[src/logic/ensr_pkg.sv]
// Package for the sensor result, status and peak-hold register bank.
// Assumes the byte register access port comes from an I2C slave engine on i_clk.
`default_nettype none
package ensr_pkg;
	localparam logic [7:0] ENSR_ADDR_TEMP_LO  = 8'h00;
	localparam logic [7:0] ENSR_ADDR_TEMP_HI  = 8'h01;
	localparam logic [7:0] ENSR_ADDR_HUM_LO   = 8'h02;
	localparam logic [7:0] ENSR_ADDR_HUM_HI   = 8'h03;
	localparam logic [7:0] ENSR_ADDR_FLAGS    = 8'h04;
	localparam logic [7:0] ENSR_ADDR_TPEAK    = 8'h05;
	localparam logic [7:0] ENSR_ADDR_HPEAK    = 8'h06;
	localparam logic [7:0] ENSR_ADDR_ENABLES  = 8'h07;
	localparam logic [7:0] ENSR_ADDR_LAST     = 8'h07;
	localparam logic [7:0] ENSR_BYTE_RESET    = 8'h00;
	localparam logic [15:0] ENSR_RESULT_RESET = 16'h0000;
	localparam logic [1:0] ENSR_RESULT_ZERO_LSBS = 2'h0;
	localparam int     ENSR_RESULT_SIG     = 14;
	localparam int     ENSR_NUM_FLAGS      = 5;
	localparam logic [4:0] ENSR_FLAGS_RESET = 5'h00;
	localparam logic [2:0] ENSR_RSVD_BITS   = 3'h0;
	localparam logic [7:0] ENSR_ID_PLACEHOLDER = 8'h5a;

	// Flag order within the 5-bit flag vector; bit 4 maps to register bit 7
	localparam int ENSR_F_DONE  = 4;
	localparam int ENSR_F_TH    = 3;
	localparam int ENSR_F_TL    = 2;
	localparam int ENSR_F_HH    = 1;
	localparam int ENSR_F_HL    = 0;

	typedef struct packed {
		logic        valid;
		logic        has_temp;
		logic        has_hum;
		logic [13:0] temp;
		logic [13:0] hum;
	} ensr_conv_t;

	typedef struct packed {
		logic [ENSR_NUM_FLAGS-1:0] raw;
	} ensr_thr_t;

	typedef struct packed {
		logic       rd;
		logic       wr;
		logic [7:0] addr;
		logic [7:0] wdata;
	} ensr_req_t;
endpackage : ensr_pkg
`default_nettype wire

[src/logic/ensr_regs.sv]
// Result, status, peak-hold and enable register bank of the sensor.
// Assumes an I2C slave engine on i_clk presents byte requests with a pointer.
//
// Function
// - Temperature result is 16 bits, two LSBs zero
// - Humidity result is 16 bits, two LSBs zero
// - Temperature code scales by 165 minus 40
// - Humidity code scales by 100 over 65536
// - Status bits 7..3 hold five flags, rest zero
// - Done flag set on conversion, cleared by result or status reads
// - Temperature-low flag set per configuration
// - Temperature-high flag set per configuration
// - Humidity-high flag set per configuration
// - Humidity-low flag set per configuration
// - Status read clears the four threshold flags
// - Alert pin follows flags per configuration
// - Temperature peak register, zeroed at reset
// - Humidity peak register, zeroed at reset
// - Peaks frozen during automatic sampling mode
// - Temperature peak byte scales by 165 minus 40
// - Humidity peak byte scales by 100 over 256
// - Enable register bits 7..3, rest reserved
// - Each enable gates its source, reset zero
// - Pointer auto-increments after each byte
`timescale 1ns/10ps
`default_nettype none
module ensr_regs import ensr_pkg::*; (
	input  wire logic       i_clk,
	input  wire logic       i_reset,
	input  wire logic       i_soft_reset,
	input  wire logic       i_auto_mode,
	input  wire logic       i_alert_enable,
	input  wire logic       i_alert_polarity,
	input  wire logic       i_alert_level_mode,
	input  wire ensr_conv_t i_conv,
	input  wire ensr_thr_t  i_thr,
	input  wire logic       i_ptr_load,
	input  wire logic [7:0] i_ptr_value,
	input  wire logic       i_rd,
	input  wire logic       i_wr,
	input  wire logic [7:0] i_wdata,
	output logic      [7:0] o_rdata,
	output logic            o_nack,
	output logic      [7:0] o_pointer,
	output logic            o_alert_pin
);
	logic [15:0]   temp_r;
	logic [15:0]   hum_r;
	logic [7:0]    ptr_r;
	logic [7:0]    ptr_nxt;
	logic [7:0]    rdata_r;
	logic [7:0]    rdata_nxt;
	logic          nack_r;
	logic          alert_r;
	logic [4:0]    en_r;
	logic [4:0]    flags;
	logic [4:0]    flag_set;
	logic [4:0]    flag_clr;
	logic [7:0]    tpeak;
	logic [7:0]    hpeak;
	logic          mapped;
	logic          rd_flags;
	logic          rd_result;
	logic          wr_tpeak;
	logic          wr_hpeak;
	logic          live;

	assign mapped    = ptr_r <= ENSR_ADDR_LAST;
	assign rd_flags  = i_rd && ptr_r == ENSR_ADDR_FLAGS;
	assign rd_result = i_rd && ptr_r <= ENSR_ADDR_HUM_HI;
	assign wr_tpeak  = i_wr && ptr_r == ENSR_ADDR_TPEAK;
	assign wr_hpeak  = i_wr && ptr_r == ENSR_ADDR_HPEAK;

	// Result latch: 14 significant bits, low two bits forced zero
	always_ff @(posedge i_clk) begin
		if (i_reset || i_soft_reset) begin
			temp_r <= ENSR_RESULT_RESET;
		end else if (i_conv.valid && i_conv.has_temp) begin
			temp_r <= {i_conv.temp, ENSR_RESULT_ZERO_LSBS};
		end
	end

	always_ff @(posedge i_clk) begin
		if (i_reset || i_soft_reset) begin
			hum_r <= ENSR_RESULT_RESET;
		end else if (i_conv.valid && i_conv.has_hum) begin
			hum_r <= {i_conv.hum, ENSR_RESULT_ZERO_LSBS};
		end
	end

	// Threshold compare results arrive already qualified by the configuration
	always_comb begin
		flag_set              = '0;
		flag_set[ENSR_F_DONE] = i_conv.valid;
		flag_set[ENSR_F_TH]   = i_thr.raw[ENSR_F_TH];
		flag_set[ENSR_F_TL]   = i_thr.raw[ENSR_F_TL];
		flag_set[ENSR_F_HH]   = i_thr.raw[ENSR_F_HH];
		flag_set[ENSR_F_HL]   = i_thr.raw[ENSR_F_HL];
	end

	always_comb begin
		flag_clr              = {ENSR_NUM_FLAGS{rd_flags}};
		flag_clr[ENSR_F_DONE] = rd_flags || rd_result;
		if (i_soft_reset) begin
			flag_clr = '1;
		end
	end

	ensr_flags #(
		.N (ENSR_NUM_FLAGS)
	) u_flags (
		.i_clk   (i_clk),
		.i_reset (i_reset),
		.i_set   (flag_set),
		.i_clr   (flag_clr),
		.o_flags (flags)
	);

	// Peak tracking is paused in automatic mode, matching the documented limitation
	ensr_peak #(
		.W (ENSR_RESULT_SIG)
	) u_tpeak (
		.i_clk    (i_clk),
		.i_reset  (i_reset),
		.i_clear  (i_soft_reset),
		.i_track  (!i_auto_mode),
		.i_sample (i_conv.valid && i_conv.has_temp),
		.i_value  (i_conv.temp),
		.i_wr     (wr_tpeak),
		.i_wdata  (i_wdata),
		.o_peak   (tpeak)
	);

	ensr_peak #(
		.W (ENSR_RESULT_SIG)
	) u_hpeak (
		.i_clk    (i_clk),
		.i_reset  (i_reset),
		.i_clear  (i_soft_reset),
		.i_track  (!i_auto_mode),
		.i_sample (i_conv.valid && i_conv.has_hum),
		.i_value  (i_conv.hum),
		.i_wr     (wr_hpeak),
		.i_wdata  (i_wdata),
		.o_peak   (hpeak)
	);

	// Enable register; reserved bits are not stored
	always_ff @(posedge i_clk) begin
		if (i_reset || i_soft_reset) begin
			en_r <= ENSR_FLAGS_RESET;
		end else if (i_wr && ptr_r == ENSR_ADDR_ENABLES) begin
			en_r <= i_wdata[7:3];
		end
	end

	// Pointer: loaded by the address byte, then advances per data byte
	always_comb begin
		ptr_nxt = ptr_r;
		if (i_ptr_load) begin
			ptr_nxt = i_ptr_value;
		end else if (i_rd || i_wr) begin
			ptr_nxt = ptr_r + 8'h01;
		end
	end

	always_ff @(posedge i_clk) begin
		if (i_reset) begin
			ptr_r <= ENSR_BYTE_RESET;
		end else begin
			ptr_r <= ptr_nxt;
		end
	end

	// Read data; low bytes first by host convention, no shadow latch kept
	always_comb begin
		rdata_nxt = ENSR_BYTE_RESET;
		case (ptr_r)
			ENSR_ADDR_TEMP_LO: rdata_nxt = temp_r[7:0];
			ENSR_ADDR_TEMP_HI: rdata_nxt = temp_r[15:8];
			ENSR_ADDR_HUM_LO:  rdata_nxt = hum_r[7:0];
			ENSR_ADDR_HUM_HI:  rdata_nxt = hum_r[15:8];
			ENSR_ADDR_FLAGS:   rdata_nxt = {flags, ENSR_RSVD_BITS};
			ENSR_ADDR_TPEAK:   rdata_nxt = tpeak;
			ENSR_ADDR_HPEAK:   rdata_nxt = hpeak;
			ENSR_ADDR_ENABLES: rdata_nxt = {en_r, ENSR_RSVD_BITS};
			default:           rdata_nxt = ENSR_BYTE_RESET;
		endcase
	end

	always_ff @(posedge i_clk) begin
		if (i_reset) begin
			rdata_r <= ENSR_BYTE_RESET;
		end else if (i_rd) begin
			rdata_r <= rdata_nxt;
		end
	end

	// Unused or read-only targets are refused so the engine can NACK
	always_ff @(posedge i_clk) begin
		if (i_reset) begin
			nack_r <= 1'b0;
		end else begin
			nack_r <= (i_rd && !mapped) ||
			          (i_wr && (!mapped || ptr_r <= ENSR_ADDR_FLAGS));
		end
	end

	// Alert: enabled flags OR-ed; pulse mode marks only a new flag edge
	logic [4:0] gated;
	logic [4:0] gated_q;
	logic       alert_nxt;
	assign gated = flags & en_r;

	always_ff @(posedge i_clk) begin
		if (i_reset) begin
			gated_q <= ENSR_FLAGS_RESET;
		end else begin
			gated_q <= gated;
		end
	end

	always_comb begin
		if (i_alert_level_mode) begin
			alert_nxt = |gated;
		end else begin
			alert_nxt = |(gated & ~gated_q);
		end
		alert_nxt = i_alert_enable && alert_nxt;
	end

	always_ff @(posedge i_clk) begin
		if (i_reset) begin
			alert_r <= 1'b0;
		end else begin
			alert_r <= alert_nxt ^ !i_alert_polarity;
		end
	end

	assign o_rdata     = rdata_r;
	assign o_nack      = nack_r;
	assign o_pointer   = ptr_r;
	assign o_alert_pin = alert_r;
endmodule : ensr_regs
`default_nettype wire

[src/logic/ensr_peak.sv]
// One peak detector: keeps the highest upper byte of a 14-bit result.
// Assumes samples arrive as single-cycle strobes on i_clk.
`timescale 1ns/10ps
`default_nettype none
module ensr_peak import ensr_pkg::*; #(
	parameter int W = ENSR_RESULT_SIG
) (
	input  wire logic         i_clk,
	input  wire logic         i_reset,
	input  wire logic         i_clear,
	input  wire logic         i_track,
	input  wire logic         i_sample,
	input  wire logic [W-1:0] i_value,
	input  wire logic         i_wr,
	input  wire logic [7:0]   i_wdata,
	output logic      [7:0]   o_peak
);
	logic [7:0] peak_r;
	logic [7:0] top;
	assign top = i_value[W-1 -: 8];

	always_ff @(posedge i_clk) begin
		if (i_reset || i_clear) begin
			peak_r <= ENSR_BYTE_RESET;
		end else if (i_wr) begin
			peak_r <= i_wdata;
		end else if (i_track && i_sample && top > peak_r) begin
			peak_r <= top;
		end
	end
	assign o_peak = peak_r;
endmodule : ensr_peak
`default_nettype wire

[src/logic/ensr_flags.sv]
// Sticky event flags with clear-on-read; set wins over a same-cycle clear.
// Assumes set and clear strobes are synchronous to i_clk.
`timescale 1ns/10ps
`default_nettype none
module ensr_flags import ensr_pkg::*; #(
	parameter int N = ENSR_NUM_FLAGS
) (
	input  wire logic         i_clk,
	input  wire logic         i_reset,
	input  wire logic [N-1:0] i_set,
	input  wire logic [N-1:0] i_clr,
	output logic      [N-1:0] o_flags
);
	logic [N-1:0] flag_r;
	for (genvar g = 0; g < N; g++) begin : g_flag
		always_ff @(posedge i_clk) begin
			if (i_reset) begin
				flag_r[g] <= 1'b0;
			end else if (i_set[g]) begin
				flag_r[g] <= 1'b1;
			end else if (i_clr[g]) begin
				flag_r[g] <= 1'b0;
			end
		end
	end
	assign o_flags = flag_r;
endmodule : ensr_flags
`default_nettype wire

[config.mk]
export PLATFORM = sky130hd
export DESIGN_NAME = ensr_regs
export DESIGN_NICKNAME = d
export VERILOG_FILES = /design/src/logic/ensr_pkg.sv /design/src/logic/ensr_regs.sv /design/src/logic/ensr_peak.sv /design/src/logic/ensr_flags.sv
export SDC_FILE = /design/constraint.sdc
export NUM_CORES = 1
export LEC_CHECK = 0
export ABC_AREA = 1
export BUFFER_PORTS_ARGS = -buffer_cell sky130_fd_sc_hd__buf_2
export CORE_MARGIN = 2
export CORE_UTILIZATION = 45
export CTS_CLUSTER_DIAMETER = 80
export DETAILED_ROUTE_END_ITERATION = 10
export HOLD_SLACK_MARGIN = 0.05
export MAX_ROUTING_LAYER = met4
export PLACE_DENSITY = 0.77
export SLEW_MARGIN = 20
export SYNTH_ARGS = -nofsm -noshare
export SYNTH_HDL_FRONTEND = slang
export SYNTH_SLANG_ARGS = --single-unit
[constraint.sdc]
create_clock -name i_clk -period 2.3 [get_ports i_clk]
set_clock_uncertainty 0.15 [all_clocks]
set_input_delay 0.46 -clock i_clk [delete_from_list [all_inputs] [get_ports i_clk]]
set_output_delay 0.46 -clock i_clk [all_outputs]
set_load 0.02 [all_outputs]
==> results.md <==
- Largest net degree at the start of global routing: 50
- Met1 usage: 0.307
- Hold WC Path Type: in -> reg
- Number of global-route vias before repair: 3870
- TritonCTS clock tree: built
- TritonCTS sink count: 77
- RSZ-0062 raised after global routing: no
- WL final: 11.4 mm
- Core area: 9200 um^2
- DP Wirelength: 8.52 mm
- Fill cells: 924
- Gr busiest metal: met2
- Count of cell types in the netlist: 30
- Critical-path top delay cell: dfxtp_1
- CP dominant cell by count: nand2_1
- Setup ws final: 323 ps
- Mux contribution to synthesized area: 0
- I/O pin total: 80
- Async SR Flop Fraction: 0
- # setup viols final: 0
- Combinational power share: 0.146
- Drt via density: 5.29
- Root buf cell: clkbuf_8
- Tot GR Track Use: 0.234
- Xor and xnor fraction of the mapped netlist area: 0.00206
- Pwr dens: 618 nW/um^2
- Critical-path maximum fanout: 16
- Setup TNS: 0 ps
- Rel. slew slack: 0.664
- GRT overflow: 0
- Count of final hold-check violations: 0
- Status: complete, no violations
- Syn_nets: 729
- Met3 GRT Util: 0.0497
- Startpoint types: flop
- Critical path class: reg -> reg
- Crit path cell chain: inv_1 > ha_1 > inv_1 > o21bai_1 > nand2_1 > nand2_1 > nand2_1 > nand2_1 > nand2_1 > a21oi_1 > nor2_1
- Drt first pass iters: 5
- Htree depth: 3
- Syn_area_per_cell: 6.57 um^2
- Longest Clk Path Bufs: 2
- Ys flop type: dfxtp_1
- Clock power frac: 0.386
- Post-Place Cells: 814
- Flops & latches, synth: 77
- Synth Area in Adders: 0.0589
- IO Port Bufs: 78
- Synthesis Warnings: 0
- Arr. time, crit path: 2080 ps
- Hold-fix buffers, CTS: 0
- Number of DRC markers after the initial detailed-route iteration: 277
- Compound-Gate Fraction of Synth Area: 0.153
- Fin nets: 796
- Max stage delay on crit path: 340 ps
- LEAKAGE: 2.39 nW
- Post-synth EDFFs: 0
- Largest family of logic cells by synthesized area: simple AND/OR/NAND/NOR gates
- Post-route ant nets: 0
- Final instance area: 4900 um^2
- Crit share post-route: 0.860
- First-pass GRT wire length: 18.2 mm
- Ant diodes: 0
- Placer Congestion: 0.907
- Worst path required time: 2400 ps
- Fmax: 0.506 GHz
- Synth Area in Simple Gates: 0.333
- Latest clock arrival within the worst-skew pair: 360 ps
- Int Power: 2.21 mW
- Die extent in y: 101 um
- Post-CTS Resized: 0
- Peak supply drop: 0.000424 V
- Switching power: 0.826 mW
- Fin crit period: 1980 ps
- CTS Buf Count: 9
- Post-CTS Setup Inserts: 0
- Final Max Tran Viols: 0
- Flop pwr share: 0.467
- Critical Path End Type: flop
- DRC viols: 0
- Clock Pin Slew Worst Setup and Hold Paths: 80 ps
- Placed inst area: 4680 um^2
- Sw Ratio: 0.272
- Cells after Synth: 647
- Setup WS pre-CTS: 155 ps
- Initial antenna violation count: 0
- Final Non-Filler Cells: 830
- Initial Util: 0.462
- Die area: 10200 um^2
- Worst-Margin Slew: 502 ps
- Chip width: 101 um
- Avg WL per Cell: 13.7 um
- Max_cap viols: 0
- Share of cells above drive strength 1: 0.161
- Sequential share of the synthesized area: 0.363
- Vias: 4394
- Area Overhead vs Synth: 15.3%
- Rows: 35
- Post-Syn Area: 4250 um^2
- M2 GR Usage: 0.368
path summary, 6_finish.rpt:
| path | from | endpoint | slack (ps) | cells past startpoint |
|---|---|---|---|---|
| worst min-delay path | i_thr[0] | u_flags.o_flags[0] | 190 | 3 |
| worst max register to register | u_hpeak.o_peak[1] | u_hpeak.o_peak[1] | 320 | 11 |
| worst max-delay path | u_hpeak.o_peak[1] | u_hpeak.o_peak[1] | 320 | 11 |
| worst min register to register | temp_r[2] | temp_r[2] | 320 | 2 |
layer usage:
| layer | vias up | part of all wire |
|---|---|---|
| met1 | 1987 | 0.44 |
| met4 | 0 | 0.019 |
| met3 | 20 | 0.079 |
| met2 | 167 | 0.47 |
| met5 | - | 0 |
| li1 | 2220 | - |
through the flow:
step / power [mW] / util / hold WS [ps]
after floorplan: 1.74 / - / 279
after global placement: 1.87 / 0.508 / 296
after detailed placement: 1.88 / 0.508 / 305
after CTS: 3.04 / 0.533 / 178
after global routing: 3.17 / 0.533 / 171
final: 3.03 / 0.533 / 187
cell type report:
class                           instances  area, um^2  area share
Clock buffer                           13         159      0.0324
Inverter                               61         229      0.0467
Sequential cell                        77        1540       0.314
Timing Repair Buffer                   83         440      0.0898
Clock inverter                          3        67.6      0.0138
Tap cell                              111         139      0.0283
Multi-Input combinational cell        482        2330       0.474
cells in the mapped netlist, drive strengths merged (2+ instances only):
cell type	n	share of area
a221oi	2	0.0041
buf	15	0.026
o21ai	57	0.070
clkinv	2	0.0018
nor3	2	0.0024
nor2	112	0.11
o21a	2	0.0035
nand4	4	0.0059
dfxtp	77	0.36
o21bai	2	0.0035
ha	20	0.059
nand2	166	0.15
inv	59	0.052
a21oi	52	0.061
nand3	54	0.064
clkbuf	12	0.011
a31oi	4	0.0059
logic make-up after synthesis:
logic type	count (synthesis)
flops	77
fa+ha+maj	20
xor+xnor	1
simple gates	339
compound gates	122
buf+inv	88
registers in the layout (all words and copies together) (netlist names), 5 cells and up:
| name | count |
|---|---|
| en_r | 5 |
| u_tpeak.o_peak | 8 |
| o_pointer | 8 |
| u_hpeak.o_peak | 8 |
| hum_r | 14 |
| temp_r | 14 |
| gated_q | 5 |
| o_rdata | 8 |
| u_flags.o_flags | 5 |
power groups by stage:
stage          Clock, mW  Sequential (mW)  Combinational [mW]
3_5_place_dp           0             1.45               0.439
6_report            1.17             1.42               0.444
5_1_grt             1.25             1.42               0.502
4_1_cts             1.19             1.42               0.442
2_1_floorplan          0             1.45               0.285
3_3_place_gp           0             1.44               0.425
worst max-delay path: cells and delay by family (launching register included):
family | cells | cell delay [ps]
AO/OA/AOI/OAI | 2 | 390
adder cells (fa/ha/maj) | 1 | 290
buffers and inverters | 2 | 110
flip-flops | 1 | 340
AND/OR/NAND/NOR | 6 | 600
layout by cell type (no fill, tap or decap), drive strengths merged:
cell	Yosys	layout
o31ai	1	1
clkbuf	12	13
o21bai	2	2
clkinv	2	2
a221oi	2	2
nand4	4	4
o22ai	1	1
nand2	166	166
a31oi	4	4
a21oi	52	52
dfxtp	77	77
bufinv	0	2
o21ai	57	57
ha	20	20
o21a	2	2
inv	59	59
nand3b	1	1
buf	15	83
nor3	2	2
o211ai	1	1
xor2	1	1
nor2	112	112
nand3	54	54
clkinvlp	0	1
Power figures use the tool's default switching activity.
